`src/hw/clock_control_defines.svh`:
```
`ifndef CLOCK_CONTROL_DEFINES_SVH
`define CLOCK_CONTROL_DEFINES_SVH

// ----------------------------------------------------------------------------
// Register addresses
// ----------------------------------------------------------------------------
`define CTRL_ADDR 32'h8007fc50
`define LOCK_ADDR 32'h8007fc54

// ----------------------------------------------------------------------------
// Control register fields, bit 0 is the least significant bit
// ----------------------------------------------------------------------------
`define WAKE_MASK_BIT 28
`define TB_SOURCE_BIT 27
`define DEC_ENABLE_BIT 26
`define LOCK_LOSS_RE_BIT 25
`define OSC_LOSS_RE_BIT 24
`define MULT_HI 22
`define MULT_LO 19
`define MODE_HI 9
`define MODE_LO 8
`define PRESC_HI 3
`define PRESC_LO 0
`define CTRL_RESET 32'h04100003
`define CTRL_WMASK 32'h1f78030f
`define MULT_FIELD_MASK 32'h00780000
`define MODE_FIELD_MASK 32'h00000300
`define PRESC_FIELD_MASK 32'h0000000f

// ----------------------------------------------------------------------------
// Lock and status register fields
// ----------------------------------------------------------------------------
`define MULT_LOCK_BIT 26
`define MODE_LOCK_BIT 25
`define PRESC_LOCK_BIT 24
`define STATE_HI 9
`define STATE_LO 8
`define PLL_LOCKED_BIT 1
`define OSC_LOST_BIT 0

// ----------------------------------------------------------------------------
// Timing
// ----------------------------------------------------------------------------
`define CLOCK_PERIOD_NS 10
`define XTAL_STARTUP_NS 10000
`define PLL_LOCK_NS 50000
`define WAKE_CYCLES ((`XTAL_STARTUP_NS + `PLL_LOCK_NS + `CLOCK_PERIOD_NS - 1) / `CLOCK_PERIOD_NS)
`define TB_DIVIDE 4
`define MULT_BASE 4
`define PRESC_MAX_CODE 9

`endif

```
`src/hw/clock_control_pkg.sv`:
```
package clock_control_pkg;

    // Power state of the block.
    typedef enum logic [1:0] {
        PWR_RUN = 2'b00,
        PWR_LOW = 2'b01,
        PWR_SLEEP = 2'b10,
        PWR_WAKE = 2'b11
    } power_state_t;

    // Multiplier from the low three bits of the multiplier field.
    function automatic logic [3:0] multiplier_of(input logic [3:0] code);
        multiplier_of = {1'b0, code[2:0]} + 4'h4;
    endfunction

    // Prescaler exponent: codes above nine all divide by 1024.
    function automatic logic [3:0] prescale_shift_of(input logic [3:0] code);
        prescale_shift_of = (code > 4'h9) ? 4'ha : code;
    endfunction

endpackage

```
`src/hw/clock_control.sv`:
```
// Implementation choice: the AXI4-Lite register port.
`timescale 1ns/1ps
`include "clock_control_defines.svh"

module clock_control #(
    parameter int WAKE_CYCLES = `WAKE_CYCLES,
    parameter int REF_DIV = 16
) (
    input wire logic clock,
    input wire logic rst_n,
    input wire logic [31:0] s_axi_awaddr,
    input wire logic s_axi_awvalid,
    output logic s_axi_awready,
    input wire logic [31:0] s_axi_wdata,
    input wire logic [3:0] s_axi_wstrb,
    input wire logic s_axi_wvalid,
    output logic s_axi_wready,
    output logic [1:0] s_axi_bresp,
    output logic s_axi_bvalid,
    input wire logic s_axi_bready,
    input wire logic [31:0] s_axi_araddr,
    input wire logic s_axi_arvalid,
    output logic s_axi_arready,
    output logic [31:0] s_axi_rdata,
    output logic [1:0] s_axi_rresp,
    output logic s_axi_rvalid,
    input wire logic s_axi_rready,
    input wire logic pll_locked,
    input wire logic osc_lost,
    input wire logic xtal_tick,
    input wire logic [1:0] irq_pins,
    input wire logic lowpower_request,
    output logic clock_reset_request_q,
    output logic output_clock,
    output logic timebase_tick_q,
    output logic decrementer_tick_q,
    output logic clocks_stopped_q,
    output logic lowpower_active_q
);

    // ------------------------------------------------------------------------
    // Declarations
    // ------------------------------------------------------------------------
    logic [31:0] ctrl_q;
    logic [31:0] ctrl_d;
    logic [2:0] lock_q;
    logic [2:0] lock_d;
    logic [31:0] awaddr_q;
    logic [31:0] wdata_q;
    logic [3:0] wstrb_q;
    logic awready_q;
    logic wready_q;
    logic bvalid_q;
    logic [1:0] bresp_q;
    logic arready_q;
    logic rvalid_q;
    logic [31:0] rdata_q;
    logic [1:0] rresp_q;
    clock_control_pkg::power_state_t state_q;
    clock_control_pkg::power_state_t state_d;
    logic [15:0] wake_cnt_q;
    logic [15:0] wake_cnt_d;
    logic [1:0] tb_div_q;
    logic clk_reset_q;
    logic aw_take;
    logic w_take;
    logic do_write;
    logic hit_ctrl;
    logic hit_lock;
    logic [31:0] byte_mask;
    logic [31:0] field_lock_mask;
    logic [31:0] ctrl_wmask;
    logic [31:0] lock_word;
    logic rd_ctrl;
    logic rd_lock;
    logic [31:0] rd_word;
    logic [31:0] status_word;
    logic [1:0] mode;
    logic wake_event;
    logic clocks_run;
    logic tb_source_tick;
    logic tb_tick;
    logic clk_reset_cause;

    // ------------------------------------------------------------------------
    // Bus decode
    // ------------------------------------------------------------------------

    // Write address and data are taken independently and paired afterwards.
    assign aw_take = s_axi_awvalid && awready_q;
    assign w_take = s_axi_wvalid && wready_q;
    assign do_write = !awready_q && !wready_q && !bvalid_q;
    assign hit_ctrl = (awaddr_q == `CTRL_ADDR);
    assign hit_lock = (awaddr_q == `LOCK_ADDR);
    assign byte_mask = {{8{wstrb_q[3]}}, {8{wstrb_q[2]}}, {8{wstrb_q[1]}}, {8{wstrb_q[0]}}};
    assign rd_ctrl = (s_axi_araddr == `CTRL_ADDR);
    assign rd_lock = (s_axi_araddr == `LOCK_ADDR);

    // ------------------------------------------------------------------------
    // Control register
    // ------------------------------------------------------------------------

    // Locked fields are dropped from the write mask; reserved bits never pass.
    assign field_lock_mask = (lock_q[2] ? `MULT_FIELD_MASK : 32'h00000000)
        | (lock_q[1] ? `MODE_FIELD_MASK : 32'h00000000)
        | (lock_q[0] ? `PRESC_FIELD_MASK : 32'h00000000);
    assign ctrl_wmask = `CTRL_WMASK & byte_mask & ~field_lock_mask;
    assign ctrl_d = (do_write && hit_ctrl)
        ? ((ctrl_q & ~ctrl_wmask) | (wdata_q & ctrl_wmask)) : ctrl_q;

    // Lock bits can only be set by software; writing zero leaves them alone.
    assign lock_d = (do_write && hit_lock) ? (lock_q | {
        wdata_q[`MULT_LOCK_BIT] & byte_mask[`MULT_LOCK_BIT],
        wdata_q[`MODE_LOCK_BIT] & byte_mask[`MODE_LOCK_BIT],
        wdata_q[`PRESC_LOCK_BIT] & byte_mask[`PRESC_LOCK_BIT]}) : lock_q;

    // Register sits on the keep-alive supply and answers to rst_n and to clock reset.
    always_ff @(posedge clock or negedge rst_n) begin
        if (!rst_n) begin
            ctrl_q <= `CTRL_RESET;
            lock_q <= 3'h0;
        end else if (clk_reset_q) begin
            ctrl_q <= `CTRL_RESET;
            lock_q <= 3'h0;
        end else begin
            ctrl_q <= ctrl_d;
            lock_q <= lock_d;
        end
    end

    // ------------------------------------------------------------------------
    // Clock reset
    // ------------------------------------------------------------------------

    // Loss events become a clock reset only when their enable bit is set.
    assign clk_reset_cause = (!pll_locked && ctrl_q[`LOCK_LOSS_RE_BIT])
        || (osc_lost && ctrl_q[`OSC_LOSS_RE_BIT]);

    // Registered reset request; it clears its own enables on the next edge.
    always_ff @(posedge clock or negedge rst_n) begin
        if (!rst_n) begin
            clk_reset_q <= 1'b0;
            clock_reset_request_q <= 1'b0;
        end else begin
            clk_reset_q <= clk_reset_cause && !clk_reset_q;
            clock_reset_request_q <= clk_reset_cause && !clk_reset_q;
        end
    end

    // ------------------------------------------------------------------------
    // Power modes
    // ------------------------------------------------------------------------
    assign mode = ctrl_q[`MODE_HI:`MODE_LO];
    assign wake_event = ctrl_q[`WAKE_MASK_BIT] && (irq_pins != 2'b00);

    // Low-power entry, interrupt wake-up and the sleep exit delay.
    always_comb begin
        state_d = state_q;
        wake_cnt_d = wake_cnt_q;
        case (state_q)
            clock_control_pkg::PWR_RUN: begin
                if (lowpower_request && mode == 2'b11) begin
                    state_d = clock_control_pkg::PWR_SLEEP;
                end else if (lowpower_request && mode != 2'b00) begin
                    state_d = clock_control_pkg::PWR_LOW;
                end
            end
            clock_control_pkg::PWR_LOW: begin
                if (wake_event) begin
                    state_d = clock_control_pkg::PWR_RUN;
                end
            end
            clock_control_pkg::PWR_SLEEP: begin
                if (wake_event) begin
                    state_d = clock_control_pkg::PWR_WAKE;
                    wake_cnt_d = 16'(WAKE_CYCLES - 1);
                end
            end
            clock_control_pkg::PWR_WAKE: begin
                if (wake_cnt_q == 16'h0000) begin
                    state_d = clock_control_pkg::PWR_RUN;
                end else begin
                    wake_cnt_d = wake_cnt_q - 16'h0001;
                end
            end
            default: begin
                state_d = clock_control_pkg::PWR_RUN;
            end
        endcase
    end

    // Power state registers and their registered indications.
    always_ff @(posedge clock or negedge rst_n) begin
        if (!rst_n) begin
            state_q <= clock_control_pkg::PWR_RUN;
            wake_cnt_q <= 16'h0000;
            clocks_stopped_q <= 1'b0;
            lowpower_active_q <= 1'b0;
        end else begin
            state_q <= state_d;
            wake_cnt_q <= wake_cnt_d;
            clocks_stopped_q <= (state_d == clock_control_pkg::PWR_SLEEP)
                || (state_d == clock_control_pkg::PWR_WAKE);
            lowpower_active_q <= (state_d != clock_control_pkg::PWR_RUN);
        end
    end

    // ------------------------------------------------------------------------
    // Time base and decrementer ticks
    // ------------------------------------------------------------------------
    assign clocks_run = !clocks_stopped_q;
    assign tb_source_tick = clocks_run && (ctrl_q[`TB_SOURCE_BIT] ? 1'b1 : xtal_tick);
    assign tb_tick = tb_source_tick && (tb_div_q == 2'(`TB_DIVIDE - 1));

    // Divide the chosen source by four and gate the decrementer copy.
    always_ff @(posedge clock or negedge rst_n) begin
        if (!rst_n) begin
            tb_div_q <= 2'h0;
            timebase_tick_q <= 1'b0;
            decrementer_tick_q <= 1'b0;
        end else begin
            tb_div_q <= tb_source_tick ? tb_div_q + 2'h1 : tb_div_q;
            timebase_tick_q <= tb_tick;
            decrementer_tick_q <= tb_tick && ctrl_q[`DEC_ENABLE_BIT];
        end
    end

    // ------------------------------------------------------------------------
    // Output clock
    // ------------------------------------------------------------------------
    output_clock_gen #(
        .REF_DIV(REF_DIV)
    ) u_output_clock_gen (
        .clock(clock),
        .rst_n(rst_n),
        .run(clocks_run),
        .mult_code(ctrl_q[`MULT_HI:`MULT_LO]),
        .presc_code(ctrl_q[`PRESC_HI:`PRESC_LO]),
        .tick_q(output_clock)
    );

    // ------------------------------------------------------------------------
    // Bus channels
    // ------------------------------------------------------------------------
    assign lock_word = {5'h00, lock_q, 24'h000000};
    assign status_word = {22'h000000, state_q, 6'h00, pll_locked, osc_lost};
    assign rd_word = rd_ctrl ? (ctrl_q & `CTRL_WMASK) : (rd_lock ? (lock_word | status_word)
        : 32'h00000000);

    // Write channels: one write at a time, response one edge after both parts.
    always_ff @(posedge clock or negedge rst_n) begin
        if (!rst_n) begin
            awready_q <= 1'b1;
            wready_q <= 1'b1;
            bvalid_q <= 1'b0;
            bresp_q <= 2'h0;
            awaddr_q <= 32'h00000000;
            wdata_q <= 32'h00000000;
            wstrb_q <= 4'h0;
        end else begin
            if (aw_take) begin
                awready_q <= 1'b0;
                awaddr_q <= s_axi_awaddr;
            end
            if (w_take) begin
                wready_q <= 1'b0;
                wdata_q <= s_axi_wdata;
                wstrb_q <= s_axi_wstrb;
            end
            if (do_write) begin
                bvalid_q <= 1'b1;
                bresp_q <= (hit_ctrl || hit_lock) ? 2'h0 : 2'h2;
            end else if (bvalid_q && s_axi_bready) begin
                bvalid_q <= 1'b0;
                awready_q <= 1'b1;
                wready_q <= 1'b1;
            end
        end
    end

    // Read channels: data registered on the same edge that the address is taken.
    always_ff @(posedge clock or negedge rst_n) begin
        if (!rst_n) begin
            arready_q <= 1'b1;
            rvalid_q <= 1'b0;
            rdata_q <= 32'h00000000;
            rresp_q <= 2'h0;
        end else if (s_axi_arvalid && arready_q) begin
            arready_q <= 1'b0;
            rvalid_q <= 1'b1;
            rdata_q <= rd_word;
            rresp_q <= (rd_ctrl || rd_lock) ? 2'h0 : 2'h2;
        end else if (rvalid_q && s_axi_rready) begin
            rvalid_q <= 1'b0;
            arready_q <= 1'b1;
        end
    end

    assign s_axi_awready = awready_q;
    assign s_axi_wready = wready_q;
    assign s_axi_bvalid = bvalid_q;
    assign s_axi_bresp = bresp_q;
    assign s_axi_arready = arready_q;
    assign s_axi_rvalid = rvalid_q;
    assign s_axi_rdata = rdata_q;
    assign s_axi_rresp = rresp_q;

endmodule

```
`src/hw/output_clock_gen.sv`:
```
`timescale 1ns/1ps
`include "clock_control_defines.svh"

module output_clock_gen #(
    parameter int REF_DIV = 16
) (
    input wire logic clock,
    input wire logic rst_n,
    input wire logic run,
    input wire logic [3:0] mult_code,
    input wire logic [3:0] presc_code,
    output logic tick_q
);

    logic [15:0] acc_q;
    logic [15:0] acc_d;
    logic [15:0] sum;
    logic [15:0] threshold;
    logic fire;

    // Rate is clock * multiplier / (REF_DIV * 2^shift), by a phase accumulator.
    assign threshold = 16'(REF_DIV) << clock_control_pkg::prescale_shift_of(presc_code);
    assign sum = acc_q + {12'h000, clock_control_pkg::multiplier_of(mult_code)};
    assign fire = run && (sum >= threshold);
    assign acc_d = !run ? acc_q : (fire ? sum - threshold : sum);

    // Accumulator and output enable pulse.
    always_ff @(posedge clock or negedge rst_n) begin
        if (!rst_n) begin
            acc_q <= 16'h0000;
            tick_q <= 1'b0;
        end else begin
            acc_q <= acc_d;
            tick_q <= fire;
        end
    end

endmodule

```
`config.mk`:
```
export PLATFORM = sky130hd
export DESIGN_NAME = clock_control
export DESIGN_NICKNAME = d
export VERILOG_FILES = /design/src/hw/clock_control_pkg.sv /design/src/hw/clock_control.sv /design/src/hw/output_clock_gen.sv
export VERILOG_INCLUDE_DIRS = /design/src /design/src/hw
export SDC_FILE = /design/constraint.sdc
export NUM_CORES = 1
export LEC_CHECK = 0
export BUFFER_PORTS_ARGS = -buffer_cell sky130_fd_sc_hd__clkbuf_2
export CELL_PAD_IN_SITES_DETAIL_PLACEMENT = 0
export CELL_PAD_IN_SITES_GLOBAL_PLACEMENT = 1
export CORE_UTILIZATION = 35
export CTS_BUF_LIST = sky130_fd_sc_hd__clkbuf_2
export CTS_CLUSTER_DIAMETER = 50
export DETAILED_ROUTE_END_ITERATION = 10
export GPL_ROUTABILITY_DRIVEN = 0
export PLACE_DENSITY = 0.68
export REMOVE_ABC_BUFFERS = 1
export SETUP_SLACK_MARGIN = 0.3
export SLEW_MARGIN = 30
export SYNTH_ARGS = -nofsm -noshare
export SYNTH_HDL_FRONTEND = slang
export SYNTH_SLANG_ARGS = --single-unit
```
`constraint.sdc`:
```
create_clock -name clock -period 4.2 [get_ports clock]
set_input_delay 0.21 -clock clock [delete_from_list [all_inputs] [get_ports clock]]
set_output_delay 0.21 -clock clock [all_outputs]
set_load 0.03 [all_outputs]
```
* Word level (Yosys, flattened, before mapping)
Index checks and enable logic that the tools add are counted.
** Word-level totals
- Bits in registers :: 186
- Input bits :: 113
- Output and inout port bits :: 47
- Word-level logic and storage cells :: 132
** Operators by class
- Add/subtract/negate cells :: 5
- Order comparisons :: 2
- Equal/unequal tests :: 13
- Shift-type cells :: 1
- Mux-type cells :: 35
- Bitwise logic cells :: 13
- Reduce and logical (&&, ||, !) cells :: 40
** Operators with widths (count)
- equality test 32 bit (second input constant) :: 4
- AND 32 bit :: 2
- 2-to-1 mux 32 bit :: 2
- 2-to-1 mux 16 bit :: 3
- AND 29 x 32 -> 32 bit :: 1
- inverter 23 -> 32 bit :: 1
- inverter 32 bit :: 1
- bitwise OR 32 bit :: 1
- one-hot mux 16 bit (2 select lines) :: 1
- 2-to-1 mux 29 bit :: 1
- 2-to-1 mux 27 bit :: 1
- bitwise OR 27 x 10 -> 27 bit :: 1
- 2-to-1 mux 23 bit :: 1
- bitwise OR 23 x 10 -> 23 bit :: 1
- bitwise OR 23 x 4 -> 23 bit :: 1
- logical AND 1 bit :: 19
- adder 16 x 4 -> 16 bit :: 1
- greater-or-equal comparator 16 bit :: 1
- zero test 16 bit :: 1
- nonzero test 2 bit :: 8
- left shift 5 x 4 -> 16 bit (first input constant) :: 1
- subtractor 16 x 1 -> 16 bit (second input constant) :: 1
- subtractor 16 bit :: 1
- 2-to-1 mux 2 bit :: 7
- 17 further kinds :: 47

* Depth between registers and ports, before layout
Gate-level depths: netlist of the first run.
- Depth in word-level cells :: 10
- Mapped depth :: 16
- Depth with buffers taken out :: 15

* Modules after synthesis
From an unflattened synthesis of the first run, not the netlist that was laid out.
** Second synthesis, totals
- Cells, all modules :: 647
- Area, all modules :: 7118.1 µm²
** Modules (own cells, without submodules)
- clock_control :: times used 1, cells an instance 463, area each 5455.2 µm²
- output_clock_gen :: times used 1, cells an instance 184, area each 1662.8 µm²

* Worst setup path before layout of the first run
Ideal clock, no wire load.
- Path type :: register -> register
- Start :: reg ctrl_q[20]
- End :: reg u_output_clock_gen.acc_q[11]
- Arrival :: 3680 ps
- Required time :: 4074 ps
- Slack :: 394 ps
- Cell stages (with the launch flop) :: 16
- Path buffers :: 1
- Clock period less this slack :: 3806 ps
- Cells stage by stage :: dfstp_2 -> ha_1 -> ha_1 -> fa_1 -> a21oi_1 -> nand2b_1 -> nor2_1 -> xor2_1 -> ha_1 -> o21ai_0 -> a22oi_2 -> a21oi_1 -> a21oi_1 -> buf_2 -> a21oi_1 -> o32a_1
** Between the ends
- Cells in the longest elaborated chain, start to end :: 5
- Elaborated cells on any way between the ends :: 6
- Those cells by class :: add/sub: 3; order compare: 1; mux: 1; reduce/logical: 1
** RTL lines
- from (decl) :: RTL line clock_control.sv:44 : logic [31:0] ctrl_q;
- from (signal assigned) :: RTL line clock_control.sv:120 : ctrl_q <= `CTRL_RESET;
- from (signal assigned) :: RTL line clock_control.sv:123 : ctrl_q <= `CTRL_RESET;
- from (signal assigned) :: RTL line clock_control.sv:126 : ctrl_q <= ctrl_d;
- adder 3 x 3 -> 4 bit (*) :: RTL line clock_control_pkg.sv:13 : multiplier_of = {1'b0, code[2:0]} + 4'h4;
- adder 16 x 4 -> 16 bit (*) :: RTL line output_clock_gen.sv:23 : assign sum = acc_q + {12'h000, clock_control_pkg::multiplier_of(mult_code)};
- greater-or-equal comparator 16 bit :: RTL line output_clock_gen.sv:24 : assign fire = run && (sum >= threshold);
- logical AND 1 bit :: RTL line output_clock_gen.sv:24
- 2-to-1 mux 16 bit (*) :: RTL line output_clock_gen.sv:25 : assign acc_d = !run ? acc_q : (fire ? sum - threshold : sum);
- to (signal assigned) :: RTL line output_clock_gen.sv:30 : acc_q <= 16'h0000;
- to (signal assigned) :: RTL line output_clock_gen.sv:33 : acc_q <= acc_d;
- to (decl) :: RTL line output_clock_gen.sv:15 : logic [15:0] acc_q;
Mark *: on every way between the ends. The rest lies on a longest branch, timed or not.
A chain may end at the register's enable or synchronous reset.

* Worst setup path after layout of the first run
- Start :: reg ctrl_q[20]
- End :: reg u_output_clock_gen.acc_q[12]
** Between the ends
- Cells in the longest elaborated chain, start to end :: 5
- Elaborated cells on any way between the ends :: 6
- Those cells by class :: add/sub: 3; order compare: 1; mux: 1; reduce/logical: 1
** RTL lines
- adder 3 x 3 -> 4 bit :: RTL line clock_control_pkg.sv:13
- adder 16 x 4 -> 16 bit :: RTL line output_clock_gen.sv:23
- greater-or-equal comparator 16 bit :: RTL line output_clock_gen.sv:24
- logical AND 1 bit :: RTL line output_clock_gen.sv:24
- net u_output_clock_gen.fire :: RTL line output_clock_gen.sv:19 : logic fire;
- 2-to-1 mux 16 bit :: RTL line output_clock_gen.sv:25
The timed path passes the listed nets, and every way through them passes these cells.

==> results.cfg, run 1 <==
[synthesis]
synth.area.top_cells = dfrtp_1 46%, mux2_2 9.1%, ha_1 3.7%, nand2_1 3.6%, dfstp_2 2.7%
async_reset_ff_frac = 1.00
synth-edff-count = 0
synth_area_per_cell_um2 = 10.6
yosysTopAreaCellShare = 0.462
synth.most_common_cell = dfrtp_1
netlist_area_mm2 = 0.00677
yosys_register_bits = 132
netlist_instances = 641
yosys.area.top_type = dfrtp_1
synthFlopType = dfrtp_1
synth_warnings = 0
synth_cell_types = 66
yosys-top-cells-count = 125 x dfrtp_1, 65 x nand2_1, 55 x mux2_2, 43 x nor2_1, 35 x o21ai_0
seq_area_frac_synth = 0.489

[clock_tree]
clk_transition_reported_paths_ns = 0.22
clock_sinks = 132
htreeDepth = 4
root_buffer = clkbuf_2
clockBufferDepth = 2
cts_buffers = 17
cts_tree = done
clk_latency_ns = 0.70

[sta]
max_freq_mhz = 271
hold_violations = 0
worst_slew_pin_slew_ns = 0.913
fin_setup_tns_ns = 0
finalClockSkew_ns = 0.0330
fin_crit_sh = 0.879
finalCriticalPeriod_ns = 3.69
setup_viol_count_final = 0
relSlewSlack = 0.390
rsz0062_at_grt = yes
finalMaxSlewViolations = 0

[detailed_routing]
post_drt_wl_per_cell_um = 14.6
wl_mm = 16.4
ant_nets = 0
drc = 0
dr.pass1.iters = 5
dr.first_iter.drc_count = 189
vias_per_cell = 4.88
vias = 5468

[critical_path]
cp_cell_sequence = ha_1, ha_2, fa_2, a21oi_4, nor3_4, nand2_1, xnor2_1, ha_1, a211oi_4, o31ai_4, a21oi_2, a21o_1, buf_4, nor2_1, a211oi_1
cp.arrival_ns = 4.31
critPathMostFrequentCell = ha_1
crit_required_ns = 4.82
r2r_end = u_output_clock_gen.acc_q[12]
startpoint = ctrl_q[20]
crit_type = reg -> reg
reg2reg_setup_slack_ns = 0.51
critical_path.max_stage_delay_ns = 0.59
start_kind = flip-flop
critPathMaxFanout = 6
setup.worst_path.end_class = flip-flop
path_buf_inv = 1
crit_family = compound AO/OA/AOI/OAI gates
r2r_cells = 15
slowest_stage = dfstp_2
r2r_start = ctrl_q[20]

[die]
fp.dieH_um = 141
die_x_um = 141
core_mm2 = 0.0188
ios = 160
die_area_mm2 = 0.0199
initial_core_util = 0.360
num_rows = 50

[placed_design]
io_buffers = 123
hpwlAfterDp_mm = 11.6

[cells_and_area]
multiInputGateArea_mm2 = 0.00335
n_fill_cell = 1785
layout-drive-gt1-share = 0.299
antenna_cells = 0
area_delta_synth_final_pct = 29.0
seqCellArea_mm2 = 0.00331
nets = 981

[worst_hold_path]
holdPathEnd = wake_cnt_q[7]
hp-start = irq_pins[0]
hold_path_depth = 4
hold_path_class = in -> reg

[global_routing]
grt_first_pass_wirelength_mm = 27.2
grt_pass1_vias = 5608
grt_max_degree = 108
grt-ovfl-total = 0
antenna_found_initial = 0
grt_usage = 0.174

[flow_run]
maxCapViolations = 0

[power]
p_leak_uw = 0.00393
power_density_mw_per_mm2 = 407
power.total_uw = 3560
vdd_drop_max_v = 0.000352

[run_status]
status = finished clean
[per-layer routing]
layer  GRT usage  wire (µm)  vias up
li1            -          -     2670
met1       0.213       7210     2632
met2       0.299       8160      150
met3      0.0462        850       16
met4      0.0492        146        0
met5           0          0        -
[cell usage in the layout (no fill, tap or decap), types with 4 or more instances in the layout]
cell type / instances
dlygate4sd3_1: 71
inv_1: 18
a31oi_1: 6
a22oi_1: 8
and2_1: 4
nor4_1: 9
clkbuf_2: 140
mux2_2: 55
a21o_1: 5
o21ai_0: 34
nand3_1: 11
nor2_1: 43
a211oi_1: 5
a22o_1: 7
nor3_1: 16
buf_4: 14
nand4_1: 6
dfrtp_1: 125
xnor2_1: 21
xor2_1: 14
a21oi_1: 20
nand2_1: 62
mux2i_1: 10
or3_1: 6
nor2b_1: 12
nor4b_1: 5
dfstp_2: 7
inv_6: 4
conb_1: 20
ha_1: 19
and3_1: 7
[kinds of logic (layout without fill, tap and decap cells)]
family	Yosys count	in the layout	synth area share
XOR/XNOR	35	35	0.0453
adder cells (fa/ha/maj)	21	21	0.0399
flip-flops	132	132	0.489
AND/OR/NAND/NOR	208	208	0.155
other	2	20	0.00111
multiplexers	65	65	0.106
buffers and inverters	58	259	0.0432
AO/OA/AOI/OAI	120	120	0.120
[timing repair]
action | 4_1_cts | 5_1_grt
gates cloned | 0 | 0
setup endpoints to repair | 12 | 12
endpoints found under the hold margin | 174 | 24
buffers inserted | 1 | 2
hold buffers | 70 | 1
gates resized for setup | 6 | 16
pin swaps | 1 | 4
[worst max-delay path by stage]
stage               cells after the start  slack (ns)                      endpoint
floorplan                              14        0.17   u_output_clock_gen.acc_q[8]
global placement                       16        0.26   u_output_clock_gen.acc_q[5]
detailed placement                     16        0.16  u_output_clock_gen.acc_q[12]
CTS                                    15        0.31   u_output_clock_gen.acc_q[8]
global route                           16        0.27   u_output_clock_gen.acc_q[8]
finish                                 15        0.51  u_output_clock_gen.acc_q[12]
[flip-flops by register name (all words and copies together), names as in the netlist, 2 cells and up]
signal                    flops
awaddr_q                     32
lock_q                        3
s_axi_rdata                  15
u_output_clock_gen.acc_q     16
ctrl_q                       15
wstrb_q                       4
wdata_q                      15
wake_cnt_q                   16
tb_div_q                      2
[layout make-up]
| class | count | area share |
|---|---|---|
| timing repair buffer | 209 | 0.168 |
| tap | 260 | 0.0372 |
| clock buffer | 18 | 0.0103 |
| sequential | 132 | 0.379 |
| inverter | 18 | 0.00773 |
| clock inverter | 14 | 0.0146 |
| multi-input combinational | 469 | 0.383 |
[per-stage QoR]
step / worst slack (ns) / hold WS, ns / utilization / std cells / area (µm²)
2_1_floorplan: 0.167 / -0.0856 / - / 619 / 6620
3_3_place_gp: 0.255 / 0.369 / 0.406 / 1013 / 7650
3_5_place_dp: 0.155 / 0.387 / 0.406 / 1013 / 7650
4_1_cts: 0.305 / 0.0128 / 0.457 / 1116 / 8600
5_1_grt: 0.269 / 0.101 / 0.464 / 1120 / 8740
6_report: 0.508 / 0.175 / 0.464 / 1120 / 8740
[worst min-delay path: stages]
cell and delay (ns):
clkbuf_2 0.09, o21ai_0 0.32, nor3_2 0.13, nor2_1 0.11
[power breakdown]
| part | total, µW | switching, µW | internal, µW |
|---|---|---|---|
| Clock | 722 | 501 | 221 |
| Combinational | 1070 | 512 | 557 |
| Sequential | 1770 | 191 | 1580 |
Note: power is estimated with default switching activity, not from simulation.
==> inputs of run 2 (changes only) <==
Settings changed: CORE_UTILIZATION 35 to 25, PLACE_DENSITY 0.68 to 0.52.
==> results.cfg, run 2 (synthesis results as in run 1) <==
[run_status]
status = finished with violations
violations = design-rule violations

[power]
power.total_uw = 3720
power_density_mw_per_mm2 = 414
vdd_drop_max_v = 0.000337
seq_power_share = 0.476
switching_share = 0.351
clockPowerShare = 0.221
pwr-share-comb = 0.304
p_int_uw = 2420
p_leak_uw = 0.00403
power.net_switching_uw = 1310

[global_routing]
grt_max_degree = 46
grt_pass1_vias = 5552
antenna_found_initial = 2
grt-ovfl-total = 0
grt_usage = 0.137
grt_first_pass_wirelength_mm = 29.8

[critical_path]
crit_required_ns = 4.83
critPathMaxFanout = 8
r2r_start = ctrl_q[20]
crit_type = reg -> reg
path_buf_inv = 2
critical_path.max_stage_delay_ns = 0.58
critPathMostFrequentCell = ha_1
cp_cell_sequence = ha_1, ha_2, fa_2, a21oi_4, nor3_4, and2_1, xor2_1, ha_1, o21ai_1, o31ai_2, a21oi_2, a21o_1, buf_12, buf_4, a21oi_1, o22ai_1
crit_family = adder cells
start_kind = flip-flop
setup.worst_path.end_class = flip-flop
cp.arrival_ns = 4.31
slowest_stage = dfstp_2
reg2reg_setup_slack_ns = 0.51
startpoint = ctrl_q[20]

[clock_tree]
htreeDepth = 4
clk_transition_reported_paths_ns = 0.26
clockBufferDepth = 2
cts_tree = done
root_buffer = clkbuf_2
clk_latency_ns = 0.71
clock_sinks = 132
cts_buffers = 17

[sta]
finalClockSkew_ns = 0.0439
setup_ws_ns = 0.514
finalCriticalPeriod_ns = 3.69
fin_crit_sh = 0.878
rsz0062_at_grt = no
finalMaxSlewViolations = 0
worst_slew_pin_slew_ns = 0.630
fin_setup_tns_ns = 0
hold_violations = 0
relSlewSlack = 0.580
max_freq_mhz = 271
setup_viol_count_final = 0

[detailed_routing]
vias = 5453
post_drt_wl_per_cell_um = 14.8
vias_per_cell = 4.48
ant_nets = 0
drc = 7
dr.first_iter.drc_count = 186
dr.pass1.iters = 7
wl_mm = 18.0

[cells_and_area]
regMostFlops = awaddr_q
nets = 1000
largest_reg_flops = 32
layout_common_cells = 139 x clkbuf_2, 125 x dfrtp_1, 71 x dlygate4sd3_1
layout_commonest_cell = clkbuf_2
finish.utilization = 0.341
layout-drive-gt1-share = 0.311
area_delta_synth_final_pct = 32.8
top_regs = awaddr_q x32, u_output_clock_gen.acc_q x16, wake_cnt_q x16

[die]
fp.dieH_um = 167
core_mm2 = 0.0264
initial_core_util = 0.257
die_x_um = 167
ios = 160
num_rows = 59
die_area_mm2 = 0.0278

[worst_hold_path]
hold_path_class = in -> reg
hp-start = s_axi_araddr[9]

[placed_design]
post-place-ws_ns = 0.0416
io_buffers = 123
hpwlAfterDp_mm = 13.1

[flow_run]
maxCapViolations = 0
[run 2: final timing paths]
path	endpoint	cells after the start
min in group asynchronous	awaddr_q[14]	4
worst min register to register	tb_div_q[0]	1
worst max register to register	u_output_clock_gen.acc_q[4]	16
worst max-delay path	u_output_clock_gen.acc_q[4]	16
worst min-delay path	s_axi_rdata[22]	8
max in group asynchronous	u_output_clock_gen.tick_q	4
[run 2: what timing repair did]
item,4_1_cts,5_1_grt
resized for setup,5,16
cloned,0,0
hold endpoints to repair,185,0
hold buffers,72,0
pin swaps,2,12
buffers inserted,3,6
endpoints found under the setup margin,11,12
[run 2: final cells by class]
class,instances,area (µm²)
Clock buffer,17,85.1
Fill cell,2690,17400
Tap cell,335,419
Multi-Input combinational cell,469,3320
Clock inverter,15,163
Antenna cell,2,5.00
Sequential cell,132,3310
Inverter,18,67.6
Timing Repair Buffer,228,1620
[run 2: power groups by stage]
stage,registers (µW),logic [µW],clock network (µW)
2_1_floorplan,1770,672,0
3_3_place_gp,1790,996,0
3_5_place_dp,1800,1000,0
4_1_cts,1770,1090,863
5_1_grt,1820,1250,923
6_report,1770,1130,822
[run 2: metal layers]
layer / global-route usage / vias up / routed length, µm
li1: - / 2716 / -
met2: 0.223 / 108 / 8360
met5: 0 / - / 0
met4: 0.0290 / 0 / 107
met3: 0.0371 / 6 / 757
met1: 0.181 / 2623 / 8780
[run 2: stage by stage]
stage | cell area (µm²) | hold slack (ns) | instances
finish | 8990 | 0.180 | 1216
global route | 8990 | 0.115 | 1216
CTS | 8880 | 0.114 | 1208
detailed placement | 7850 | 0.195 | 1101
global placement | 7850 | 0.196 | 1101
floorplan | 6620 | -0.0856 | 619
[run 2: worst register-to-register path: cells and delay by family (launching register included)]
kind	cells	cell delay (ns)
buffers and inverters	2	0.29
xor gates and xnor gates	1	0.16
adders and majority gates	4	1.23
AOI/OAI and AO/OA	7	1.13
DFF	1	0.58
and+or+nand+nor	2	0.24
